### src/rtl/ftr_pkg.sv
// Constants for the fan threshold, limit, hysteresis and offset register bank.
// Assumes 8-bit register addresses and 10-bit quarter-degree readings.
`default_nettype none

package ftr_pkg;

  // ---------------------------------------------------------------------------
  // Widths
  // ---------------------------------------------------------------------------
  localparam int NUM_CH   = 3;
  localparam int RAW_W    = 10;
  localparam int TEMP_W   = 11;
  localparam int DEG_W    = 9;
  localparam int CMP_W    = 10;
  localparam int RAMP_W   = 18;

  // ---------------------------------------------------------------------------
  // Register offsets
  // ---------------------------------------------------------------------------
  localparam logic [7:0] ADDR_START_R1  = 8'h67;
  localparam logic [7:0] ADDR_START_LOC = 8'h68;
  localparam logic [7:0] ADDR_START_R2  = 8'h69;
  localparam logic [7:0] ADDR_LIMIT_R1  = 8'h6A;
  localparam logic [7:0] ADDR_LIMIT_LOC = 8'h6B;
  localparam logic [7:0] ADDR_LIMIT_R2  = 8'h6C;
  localparam logic [7:0] ADDR_HYST_A    = 8'h6D;
  localparam logic [7:0] ADDR_HYST_B    = 8'h6E;
  localparam logic [7:0] ADDR_TEST      = 8'h6F;
  localparam logic [7:0] ADDR_OFF_R1    = 8'h70;
  localparam logic [7:0] ADDR_OFF_LOC   = 8'h71;

  // ---------------------------------------------------------------------------
  // Reset values and codes
  // ---------------------------------------------------------------------------
  localparam logic [7:0] RST_START      = 8'h5A;
  localparam logic [7:0] RST_LIMIT      = 8'h64;
  localparam logic [7:0] RST_HYST_A     = 8'h44;
  localparam logic [7:0] RST_HYST_B     = 8'h40;
  localparam logic [7:0] RST_ZERO       = 8'h00;
  localparam logic [7:0] LIMIT_DISABLE  = 8'h80;
  localparam logic [7:0] DUTY_FULL      = 8'hFF;
  localparam logic [7:0] DUTY_OFF       = 8'h00;

  // ---------------------------------------------------------------------------
  // Field positions
  // ---------------------------------------------------------------------------
  localparam int HYST_HI_LSB = 4;
  localparam int HYST_LO_LSB = 0;
  localparam int TEST_BIT    = 0;

endpackage

`default_nettype wire

### src/rtl/ftr_regs.sv
// Threshold, critical limit, hysteresis, test-enable and offset registers with
// the per-channel fan start and full-duty fail-safe decisions they steer.
// Assumes readings arrive with a one-cycle conversion strobe per channel and
// that the lock bit is held in a configuration register outside this block.
//
// Operation
// - Above start threshold run minimum duty, ramp up
// - Lock set: writes to these registers ignored
// - Any channel over limit forces full duty
// - Limit code 0x80 disables the fail-safe
// - Fail-safe holds until below limit minus hysteresis
// - Overtemp pin low when quarter degree over
// - Four-bit hysteresis fields at documented positions
// - Below start, minimum duty until start minus hysteresis
// - Hysteresis serves fan and dynamic threshold loops
// - Test bit enters and leaves tree test mode
// - Remote-one offset, half degrees, added to reading
// - Local offset, half degrees, added to reading
// - Minimum duty linear: zero off, all ones full
//
// The strobed register port was chosen for this implementation.
`default_nettype none

module ftr_regs (
  // Clock and reset
  input  wire logic       clk,
  input  wire logic       srst,
  // Register port
  input  wire logic [7:0] reg_addr,
  input  wire logic [7:0] reg_wdata,
  input  wire logic       reg_wr,
  input  wire logic       reg_rd,
  output logic      [7:0] reg_rdata,
  // Configuration from outside the bank
  input  wire logic       global_lock,
  input  wire logic       overtemp_pin_is_output,
  // Conversion results, quarter degrees, two's complement
  input  wire logic [2:0] conv_valid,
  input  wire logic [9:0] remote1_temp_raw,
  input  wire logic [9:0] local_temp_raw,
  input  wire logic [9:0] remote2_temp_raw,
  // Fan loop settings
  input  wire logic [7:0] remote1_minimum_fan_duty,
  input  wire logic [7:0] local_minimum_fan_duty,
  input  wire logic [7:0] remote2_minimum_fan_duty,
  input  wire logic [2:0] remote1_temp_control_span,
  input  wire logic [2:0] local_temp_control_span,
  input  wire logic [2:0] remote2_temp_control_span,
  // Fan control results
  output logic      [7:0] remote1_fan_duty,
  output logic      [7:0] local_fan_duty,
  output logic      [7:0] remote2_fan_duty,
  output logic      [2:0] fan_control_active,
  output logic            fail_safe_full_duty,
  // Hysteresis for the dynamic threshold loop
  output logic      [3:0] remote1_hyst,
  output logic      [3:0] local_hyst,
  output logic      [3:0] remote2_hyst,
  // Overtemperature pin, open drain
  output logic            overtemp_signal_o,
  output logic            overtemp_signal_oe_n,
  // Test mode
  output logic            tree_test_enable
);

  // ---------------------------------------------------------------------------
  // State
  // ---------------------------------------------------------------------------
  typedef struct packed {
    logic [2:0][7:0]  start;
    logic [2:0][7:0]  limit;
    logic [7:0]       hyst_a;
    logic [7:0]       hyst_b;
    logic             test_en;
    logic [7:0]       off_r1;
    logic [7:0]       off_loc;
    logic [2:0][10:0] temp;
    logic [2:0]       active;
    logic [2:0]       fs;
    logic             fs_any;
    logic [2:0][7:0]  duty;
    logic             ot_oe_n;
    logic [7:0]       rdata;
  } ftr_state_s;

  ftr_state_s st;
  ftr_state_s next_st;

  logic [2:0][9:0] raw;
  logic [2:0][7:0] min_duty;
  logic [2:0][2:0] span;
  logic [2:0][7:0] offset;
  logic [2:0][3:0] hyst;
  logic [2:0][10:0] corr;
  logic [2:0][7:0] ramp_duty;
  logic [2:0]      hot;
  logic [2:0]      cold;
  logic [2:0]      crit_on;
  logic [2:0]      crit_off;
  logic [2:0]      ot_hit;
  logic            wr_ok;

  assign raw      = {remote2_temp_raw, local_temp_raw, remote1_temp_raw};
  assign min_duty = {remote2_minimum_fan_duty, local_minimum_fan_duty,
                     remote1_minimum_fan_duty};
  assign span     = {remote2_temp_control_span, local_temp_control_span,
                     remote1_temp_control_span};
  assign offset   = {ftr_pkg::RST_ZERO, st.off_loc, st.off_r1};
  assign hyst[0]  = st.hyst_a[ftr_pkg::HYST_HI_LSB +: 4];
  assign hyst[1]  = st.hyst_a[ftr_pkg::HYST_LO_LSB +: 4];
  assign hyst[2]  = st.hyst_b[ftr_pkg::HYST_HI_LSB +: 4];
  assign wr_ok    = reg_wr && !global_lock;

  // ---------------------------------------------------------------------------
  // Per-channel comparisons
  // ---------------------------------------------------------------------------
  for (genvar i = 0; i < ftr_pkg::NUM_CH; i++) begin : g_ch
    logic signed [10:0] raw_q;
    logic signed [10:0] off_q;
    logic signed [9:0]  deg;
    logic signed [9:0]  start_d;
    logic signed [9:0]  lim_d;
    logic signed [9:0]  hyst_d;
    logic signed [10:0] lim_q;
    logic        [9:0]  excess;
    logic        [17:0] ramp;
    logic               lim_off;

    // Offset in half degrees lands as two quarter-degree steps
    assign raw_q   = {raw[i][9], raw[i]};
    assign off_q   = {offset[i][7], offset[i][7], offset[i], 1'b0};
    assign corr[i] = 11'(raw_q + off_q);
    // Whole degrees, sign-extended for margin on subtraction
    assign deg     = {st.temp[i][10], st.temp[i][10:2]};
    assign start_d = {st.start[i][7], st.start[i][7], st.start[i]};
    assign lim_d   = {st.limit[i][7], st.limit[i][7], st.limit[i]};
    assign hyst_d  = {6'h00, hyst[i]};
    assign lim_q   = {st.limit[i][7], st.limit[i], 2'b00};
    assign lim_off = st.limit[i] == ftr_pkg::LIMIT_DISABLE;

    assign hot[i]      = deg > start_d;
    assign cold[i]     = deg <= 10'(start_d - hyst_d);
    assign crit_on[i]  = !lim_off && (deg > lim_d);
    assign crit_off[i] = lim_off || (deg < 10'(lim_d - hyst_d));
    assign ot_hit[i]   = !lim_off && ($signed(st.temp[i]) > lim_q);

    // Duty climbs from the minimum with the excess over the start point
    assign excess = 10'(deg - start_d);
    assign ramp   = 18'({8'h00, excess} << span[i]) + 18'(min_duty[i]);
    assign ramp_duty[i] = (ramp > 18'(ftr_pkg::DUTY_FULL)) ? ftr_pkg::DUTY_FULL
                                                           : ramp[7:0];
  end

  // ---------------------------------------------------------------------------
  // Next state
  // ---------------------------------------------------------------------------
  always_comb begin
    next_st = st;
    // Register writes, refused entirely while locked
    if (wr_ok) begin
      case (reg_addr)
        ftr_pkg::ADDR_START_R1:  next_st.start[0] = reg_wdata;
        ftr_pkg::ADDR_START_LOC: next_st.start[1] = reg_wdata;
        ftr_pkg::ADDR_START_R2:  next_st.start[2] = reg_wdata;
        ftr_pkg::ADDR_LIMIT_R1:  next_st.limit[0] = reg_wdata;
        ftr_pkg::ADDR_LIMIT_LOC: next_st.limit[1] = reg_wdata;
        ftr_pkg::ADDR_LIMIT_R2:  next_st.limit[2] = reg_wdata;
        ftr_pkg::ADDR_HYST_A:    next_st.hyst_a   = reg_wdata;
        ftr_pkg::ADDR_HYST_B:    next_st.hyst_b   = reg_wdata;
        ftr_pkg::ADDR_TEST:      next_st.test_en  = reg_wdata[ftr_pkg::TEST_BIT];
        ftr_pkg::ADDR_OFF_R1:    next_st.off_r1   = reg_wdata;
        ftr_pkg::ADDR_OFF_LOC:   next_st.off_loc  = reg_wdata;
        default: ;
      endcase
    end
    // Read data stand for exactly one cycle
    next_st.rdata = ftr_pkg::RST_ZERO;
    if (reg_rd) begin
      case (reg_addr)
        ftr_pkg::ADDR_START_R1:  next_st.rdata = st.start[0];
        ftr_pkg::ADDR_START_LOC: next_st.rdata = st.start[1];
        ftr_pkg::ADDR_START_R2:  next_st.rdata = st.start[2];
        ftr_pkg::ADDR_LIMIT_R1:  next_st.rdata = st.limit[0];
        ftr_pkg::ADDR_LIMIT_LOC: next_st.rdata = st.limit[1];
        ftr_pkg::ADDR_LIMIT_R2:  next_st.rdata = st.limit[2];
        ftr_pkg::ADDR_HYST_A:    next_st.rdata = st.hyst_a;
        ftr_pkg::ADDR_HYST_B:    next_st.rdata = st.hyst_b;
        ftr_pkg::ADDR_TEST:      next_st.rdata = {7'h00, st.test_en};
        ftr_pkg::ADDR_OFF_R1:    next_st.rdata = st.off_r1;
        ftr_pkg::ADDR_OFF_LOC:   next_st.rdata = st.off_loc;
        default:                 next_st.rdata = ftr_pkg::RST_ZERO;
      endcase
    end
    // Fan decisions per channel
    for (int i = 0; i < ftr_pkg::NUM_CH; i++) begin
      if (conv_valid[i]) begin
        next_st.temp[i] = corr[i];
      end
      if (hot[i]) begin
        next_st.active[i] = 1'b1;
      end else if (cold[i]) begin
        next_st.active[i] = 1'b0;
      end
      if (crit_on[i]) begin
        next_st.fs[i] = 1'b1;
      end else if (crit_off[i]) begin
        next_st.fs[i] = 1'b0;
      end
      if (|st.fs) begin
        next_st.duty[i] = ftr_pkg::DUTY_FULL;
      end else if (hot[i]) begin
        next_st.duty[i] = ramp_duty[i];
      end else if (st.active[i]) begin
        next_st.duty[i] = min_duty[i];
      end else begin
        next_st.duty[i] = ftr_pkg::DUTY_OFF;
      end
    end
    next_st.fs_any  = |next_st.fs;
    next_st.ot_oe_n = !(overtemp_pin_is_output && (|ot_hit));
  end

  // ---------------------------------------------------------------------------
  // Registers
  // ---------------------------------------------------------------------------
  always_ff @(posedge clk) begin
    if (srst) begin
      st.start   <= {3{ftr_pkg::RST_START}};
      st.limit   <= {3{ftr_pkg::RST_LIMIT}};
      st.hyst_a  <= ftr_pkg::RST_HYST_A;
      st.hyst_b  <= ftr_pkg::RST_HYST_B;
      st.test_en <= 1'b0;
      st.off_r1  <= ftr_pkg::RST_ZERO;
      st.off_loc <= ftr_pkg::RST_ZERO;
      st.temp    <= '0;
      st.active  <= 3'b000;
      st.fs      <= 3'b000;
      st.fs_any  <= 1'b0;
      st.duty    <= '0;
      st.ot_oe_n <= 1'b1;
      st.rdata   <= ftr_pkg::RST_ZERO;
    end else begin
      st <= next_st;
    end
  end

  assign reg_rdata            = st.rdata;
  assign remote1_fan_duty     = st.duty[0];
  assign local_fan_duty       = st.duty[1];
  assign remote2_fan_duty     = st.duty[2];
  assign fan_control_active   = st.active;
  assign fail_safe_full_duty  = st.fs_any;
  assign remote1_hyst         = hyst[0];
  assign local_hyst           = hyst[1];
  assign remote2_hyst         = hyst[2];
  assign overtemp_signal_o    = 1'b0;
  assign overtemp_signal_oe_n = st.ot_oe_n;
  assign tree_test_enable     = st.test_en;
endmodule

`default_nettype wire

### config.mk
export PLATFORM = sky130hd
export DESIGN_NAME = ftr_regs
export DESIGN_NICKNAME = d
export VERILOG_FILES = /design/src/rtl/ftr_pkg.sv /design/src/rtl/ftr_regs.sv
export SDC_FILE = /design/constraint.sdc
export NUM_CORES = 1
export LEC_CHECK = 0
export BUFFER_PORTS_ARGS = -buffer_cell sky130_fd_sc_hd__buf_2
export CAP_MARGIN = 20
export CELL_PAD_IN_SITES_DETAIL_PLACEMENT = 1
export CELL_PAD_IN_SITES_GLOBAL_PLACEMENT = 1
export CORE_MARGIN = 2
export CORE_UTILIZATION = 45
export DETAILED_ROUTE_END_ITERATION = 10
export MAX_ROUTING_LAYER = met4
export PLACE_DENSITY = 0.81
export SKIP_LAST_GASP = 1
export SYNTH_ARGS = -nofsm -noshare
export SYNTH_HDL_FRONTEND = slang
export SYNTH_SLANG_ARGS = --single-unit
### constraint.sdc
create_clock -name clk -period 5.8 [get_ports clk]
set_input_delay 0.29 -clock clk [delete_from_list [all_inputs] [get_ports clk]]
set_output_delay 0.29 -clock clk [all_outputs]
set_load 0.01 [all_outputs]
* After elaboration in Yosys (flattened, before gate mapping)
Index checks and enable logic that the tools add are counted.
Widths: inputs -> output; s select.
** Operators by class
- $add $sub $neg :: 14
- Reduce and logical (&&, ||, !) cells :: 34
- Mux-type cells :: 25
- Bitwise logic cells :: 1
- Shift operators :: 3
- Multipliers :: 0
- Order comparisons :: 18
- Divide/modulo/power cells :: 0
- Equal/unequal tests :: 14
** Operator list (number)
- $mux 8 :: 12
- $eq 8x7->1 const B :: 11
- $pmux 8 s11 :: 1
- $add 18x8->18 :: 3
- $gt 18x8->1 const B :: 3
- $shl 10x3->18 :: 3
- $sub 8x5->9 :: 6
- $gt 9x8->1 :: 4
- $eq 8x8->1 const B :: 3
- $add 10x9->11 :: 2
- $gt 11x10->1 :: 2
- $reduce_and 2->1 :: 11
- $sub 9x8->10 :: 2
- $le 9x9->1 :: 2
- $lt 9x9->1 :: 2
- $gt 8x8->1 :: 2
- $mux 1 :: 12
- $gt 10x10->1 :: 1
- $le 8x9->1 :: 1
- $lt 8x9->1 :: 1
- $reduce_or 3->1 :: 3
- $sub 8x8->9 :: 1
- $logic_and 1x1->1 :: 8
- $reduce_bool 2->1 :: 3
- 4 further kinds :: 10
** Storage, ports and cells
- Memory bits (writable) :: 0
- ROM bits :: 0
- Register bits after elaboration :: 153
- Memories :: 0
- Latch bits :: 0
- Output and inout port bits :: 51
- Input port bits :: 88

* Depth between registers and ports, before layout
- Word-level depth :: 7
- Gate-level depth with buffers :: 21

* Worst setup path after synthesis
Ideal clock, no wire load.
- Kind :: reg2reg
- Start point :: reg st (netlist bit g_ch[2].deg[0])
- End point :: reg st (netlist bit remote2_fan_duty[2])
- Required time :: 5.680 ns
- Cell stages (with the launch flop) :: 19
- Path slack :: 1.461 ns
- Arrival :: 4.219 ns
- Period minus slack after synthesis :: 4.339 ns
- Cell sequence :: dfxtp_1 > inv_1 > ha_1 > inv_1 > fa_1 > a21o_1 > a21oi_1 > nor2b_1 > o32ai_1 > o211ai_1 > o41ai_1 > ha_1 > a21boi_1 > o21ai_0 > or4_1 > mux2_2 > o32ai_1 > o2111ai_1 > o31a_1
** Between the ends
- Longest elaborated chain between the ends :: 7
- Elaborated cells on any way between the ends :: 8
** RTL lines
- start: declaration :: RTL line ftr_regs.sv:86 : ftr_state_s st;
- start signal: assignment :: RTL line ftr_regs.sv:243 : st <= next_st;
- $sub 8x8->9 :: RTL line ftr_regs.sv:148 : assign excess = 10'(deg - start_d);
- $shl 10x3->18 :: RTL line ftr_regs.sv:149 : assign ramp = 18'({8'h00, excess} << span[i]) + 18'(min_duty[i]);
- $add 18x8->18 :: RTL line ftr_regs.sv:149
- $gt 18x8->1 :: RTL line ftr_regs.sv:150 : assign ramp_duty[i] = (ramp > 18'(ftr_pkg::DUTY_FULL)) ? ftr_pkg::DUTY_FULL
- $mux 8 :: RTL line ftr_regs.sv:150
- $mux 8 (*) :: RTL line ftr_regs.sv:211 : end else if (hot[i]) begin
- $mux 8 (*) :: RTL line ftr_regs.sv:209 : if (|st.fs) begin
Mark *: on every way between the ends. The rest lies on a longest branch, timed or not.
A chain may end at the register's enable or synchronous reset.

* Final worst setup path
- Start point :: reg st (netlist bit g_ch[2].deg[0])
- End point :: reg st (netlist bit remote2_fan_duty[3])
The elaborated chain is that of the path after synthesis.

==> results.sh <==
export IMPL_synth_top_area_share_pct=21.19
export IMPL_drive_gt1_share_pct=10.58
export IMPL_cap_violations=0
export IMPL_r2r_start="g_ch[2].deg[0]$_SDFFE_PP0P_"
export IMPL_grt_pass1_wl_um=78670
export IMPL_finish_cell_count_without_fillers=2340
export IMPL_cts_path_max_buffers=2
export IMPL_p_comb_share_pct=23.8
export IMPL_synth_xor_area_share_pct=3.938
export IMPL_synth_cell_area_um2=14460
export IMPL_synth_mux_area_share_pct=3.298
export IMPL_critPathArrivalTime_ns=5.33
export IMPL_die_w_um=183.2
export IMPL_layout_filler_cells=3983
export IMPL_h_tree_depth=4
export IMPL_portBuffers=137
export IMPL_numCtsBuffers=17
export IMPL_die_h_um=183.2
export IMPL_dp_cells=2308
export IMPL_synthesis_instances=1893
export IMPL_synth_main_ff_cell="dfxtp_1"
export IMPL_holdCritStartpoint="remote2_temp_raw[6]"
export IMPL_clock_sinks=153
export IMPL_grtUsageTotal_pct=30.18
export IMPL_syn2layout_area_growth_pct=8.491
export IMPL_leakage_nw=6.625
export IMPL_setup_tns_final_ns=0
export IMPL_hp_class="in -> reg"
export IMPL_gp_congestion=0.9261
export IMPL_synth_cell_types=98
export IMPL_wl_um=49170
export IMPL_post_drt_via_cell_ratio=6.188
export IMPL_multiInputGateArea_um2=10200
export IMPL_cts_hold_buffers=0
export IMPL_cts_setup_buffers=0
export IMPL_yosysMostFrequentCell="nand2_1"
export IMPL_die_area_um2=33570
export IMPL_avgSynthCellArea_um2=7.636
export IMPL_final_nets=2196
export IMPL_syn_nets=2164
export IMPL_crit_type="reg -> reg"
export IMPL_reg2reg_depth=18
export IMPL_yosysSeqAreaShare_pct=21.19
export IMPL_rsz0062_at_grt="false"
export IMPL_drt_initial_drc_count=1081
export IMPL_clk_pin_slew_ns=0.07
export IMPL_synth_fa_ha_area_share_pct=16.57
export IMPL_synth_edf_count=0
export IMPL_status="finished clean"
export IMPL_hpwlAfterDp_um=38070
export IMPL_fin_skew_ns=0.01409
export IMPL_p_seq_share_pct=35.3
export IMPL_ir_drop_uv=218.2
export IMPL_hold_viol=0
export IMPL_yosys_area_top_type="dfxtp_1"
export IMPL_dpl_cell_area_um2=15000
export IMPL_coreArea_um2=31560
export IMPL_synth_warnings=0
export IMPL_reg2reg_to="remote2_fan_duty[3]$_SDFF_PP0_"
export IMPL_clkPwrFrac_pct=41.0
export IMPL_synth_area_leaders="dfxtp_1 21%, ha_1 15%, nand2_1 6.5%"
export IMPL_switchingPower_uw=998.1
export IMPL_start_util_pct=45.81
export IMPL_endpoint_kind="flop"
export IMPL_power_density_nw_per_um2=205.2
export IMPL_antenna_found_initial=0
export IMPL_async_reset_ff_share_pct=0
export IMPL_synth_top_family_by_area="compound AO/OA/AOI/OAI gates"
export IMPL_synthSimpleGateAreaFrac_pct=20.84
export IMPL_grt_ovfl_total=0
export IMPL_clock_root_buffer="clkbuf_16"
export IMPL_placementRows=65
export IMPL_worstPathRequired_ns=6.18
export IMPL_fin_crit_ns=4.953
export IMPL_setup_worst_path_start_class="flop"
export IMPL_slew_viol_final=0
export IMPL_critical_path_max_fanout=8
export IMPL_cts_tree="done"
export IMPL_holdPathStages=3
export IMPL_worst_slew_pin_slew_ns=1.094
export IMPL_grt_max_degree=62
export IMPL_finalCritPeriodShare_pct=85.39
export IMPL_netlist_top_cells_count="249 x nand2_1, 169 x ha_1, 153 x dfxtp_1"
export IMPL_ctsResizeCount=0
export IMPL_seqCellArea_um2=3063
export IMPL_min_to="g_ch[2].deg[4]$_SDFFE_PP0P_"
export IMPL_clk_latency_ns=0.45
export IMPL_post_route_drc_count=0
export IMPL_vias=14481
export IMPL_design_area_um2=15680
export IMPL_synth_compound_area_share_pct=25.90
export IMPL_internal_power_mw=2.219
export IMPL_wl_per_cell_um=21.01
export IMPL_grt_pass1_vias=14924
export IMPL_ant_nets=0
export IMPL_first_pass_iters=5
export IMPL_setup_violations=0
export IMPL_p_sw_share_pct=31.02
export IMPL_clock_fmax_mhz=201.9
export IMPL_reg2reg_slack_ns=0.85
export IMPL_antenna_diode_count=0
export IMPL_slew_headroom_pct=26.78
export IMPL_yosys_register_bits=153
export IMPL_ios=139
[final cells by class]
type                            count  area share, %
Multi-Input combinational cell   1479          65.06
Sequential cell                   153          19.53
Timing Repair Buffer              144          4.723
Tap cell                          402          3.207
Inverter                          130          3.112
Clock buffer                       19          2.824
Clock inverter                     13          1.540
[cells in the final DEF, fill, tap and decap left out, types with 7 or more instances in the layout]
cell type  count
mux2i_1       36
and3_1        10
xor2_1        10
a22oi_1       16
xnor2_1       55
nor2_1       132
or3_1         13
a31oi_1       27
clkbuf_16     17
dfxtp_1      153
nor3b_1        7
o21ai_0       66
nor2b_1       30
o211ai_1      32
a41oi_1        9
nand4_1       25
o21ai_1       13
o22ai_1        9
inv_1        127
ha_1         169
nand2_1      249
o31ai_1       12
a21o_1        43
buf_4          8
nor4_1        18
o21a_1        55
a221oi_1      19
fa_1          14
a21oi_1      140
o31a_1         9
nand3_1       38
and2_1        14
nand2b_1      23
buf_2        136
a222oi_1       9
nor3_1        44
a211oi_1      18
[layer usage]
layer / GRT usage [%] / up-vias / wire length [µm]
met2: 52.27 / 403 / 24210
li1: - / 6867 / -
met5: - / - / 0
met4: 10.24 / 0 / 1530
met1: 36.23 / 7103 / 21180
met3: 3.773 / 108 / 2248
[critical path, cell delays in order (launching register included)]
cell and delay (ns):
dfxtp_1 0.33, inv_1 0.10, ha_1 0.19, inv_1 0.06
fa_1 0.45, a211oi_1 0.43, nor3b_1 0.15, o31ai_1 0.47
o31ai_1 0.18, o211ai_1 0.18, o21ai_0 0.11, ha_1 0.33
o21ai_0 0.12, a21oi_1 0.25, nor2_1 0.11, or4_1 0.52
a2111o_1 0.38, o21ai_1 0.33, o31a_1 0.22
[stage by stage]
step                hold slack [ns]  setup slack (ns)  total power, mW  util, %
floorplan                    0.3909             1.461            1.709        -
global placement             0.4431             1.076            1.881    47.53
detailed placement           0.4606            0.9047            1.910    47.53
CTS                         0.06794            0.8699            3.223    49.70
global route                0.07307            0.4082            3.364    49.70
finish                      0.08221            0.8471            3.218    49.70
[logic make-up after synthesis]
group	Yosys count
AOI/OAI and AO/OA	548
xor gates and xnor gates	65
adders and majority gates	183
buffers and inverters	261
DFF	153
muxes	44
other	1
and+or+nand+nor	638
[power groups by stage]
stage                     Combinational, mW  Clock, mW  Sequential [mW]
after global routing                  0.847       1.38             1.14
after detailed placement              0.751          0             1.16
after CTS                             0.759       1.33             1.13
after floorplan                       0.572          0             1.14
after global placement                0.723          0             1.16
final                                 0.764       1.32             1.13
[registers in the layout, indices dropped and copies added, names as in the netlist]
signal                cells
tree_test_enable          1
g_ch.lim_d               24
remote1_fan_duty          8
st                       13
g_ch.off_q               16
fail_safe_full_duty       1
g_ch.start_d             24
fan_control_active        3
reg_rdata                 8
local_fan_duty            8
remote1_hyst              4
remote2_fan_duty          8
overtemp_signal_oe_n      1
local_hyst                4
remote2_hyst              4
g_ch.deg                 26
[worst max path at each step]
stage          cells past startpoint  slack, ns                         from                             end
3_5_place_dp                      18       0.90  g_ch[2].deg[0]$_SDFFE_PP0P_  remote2_fan_duty[6]$_SDFF_PP0_
5_1_grt                           18       0.41  g_ch[2].deg[0]$_SDFFE_PP0P_  remote2_fan_duty[4]$_SDFF_PP0_
6_report                          18       0.85  g_ch[2].deg[0]$_SDFFE_PP0P_  remote2_fan_duty[3]$_SDFF_PP0_
4_1_cts                           18       0.87  g_ch[2].deg[0]$_SDFFE_PP0P_  remote2_fan_duty[3]$_SDFF_PP0_
3_3_place_gp                      18       1.08  g_ch[2].deg[0]$_SDFFE_PP0P_  remote2_fan_duty[2]$_SDFF_PP0_
2_1_floorplan                     18       1.46  g_ch[2].deg[0]$_SDFFE_PP0P_  remote2_fan_duty[2]$_SDFF_PP0_
No activity file was read; power rests on OpenSTA's default activity.
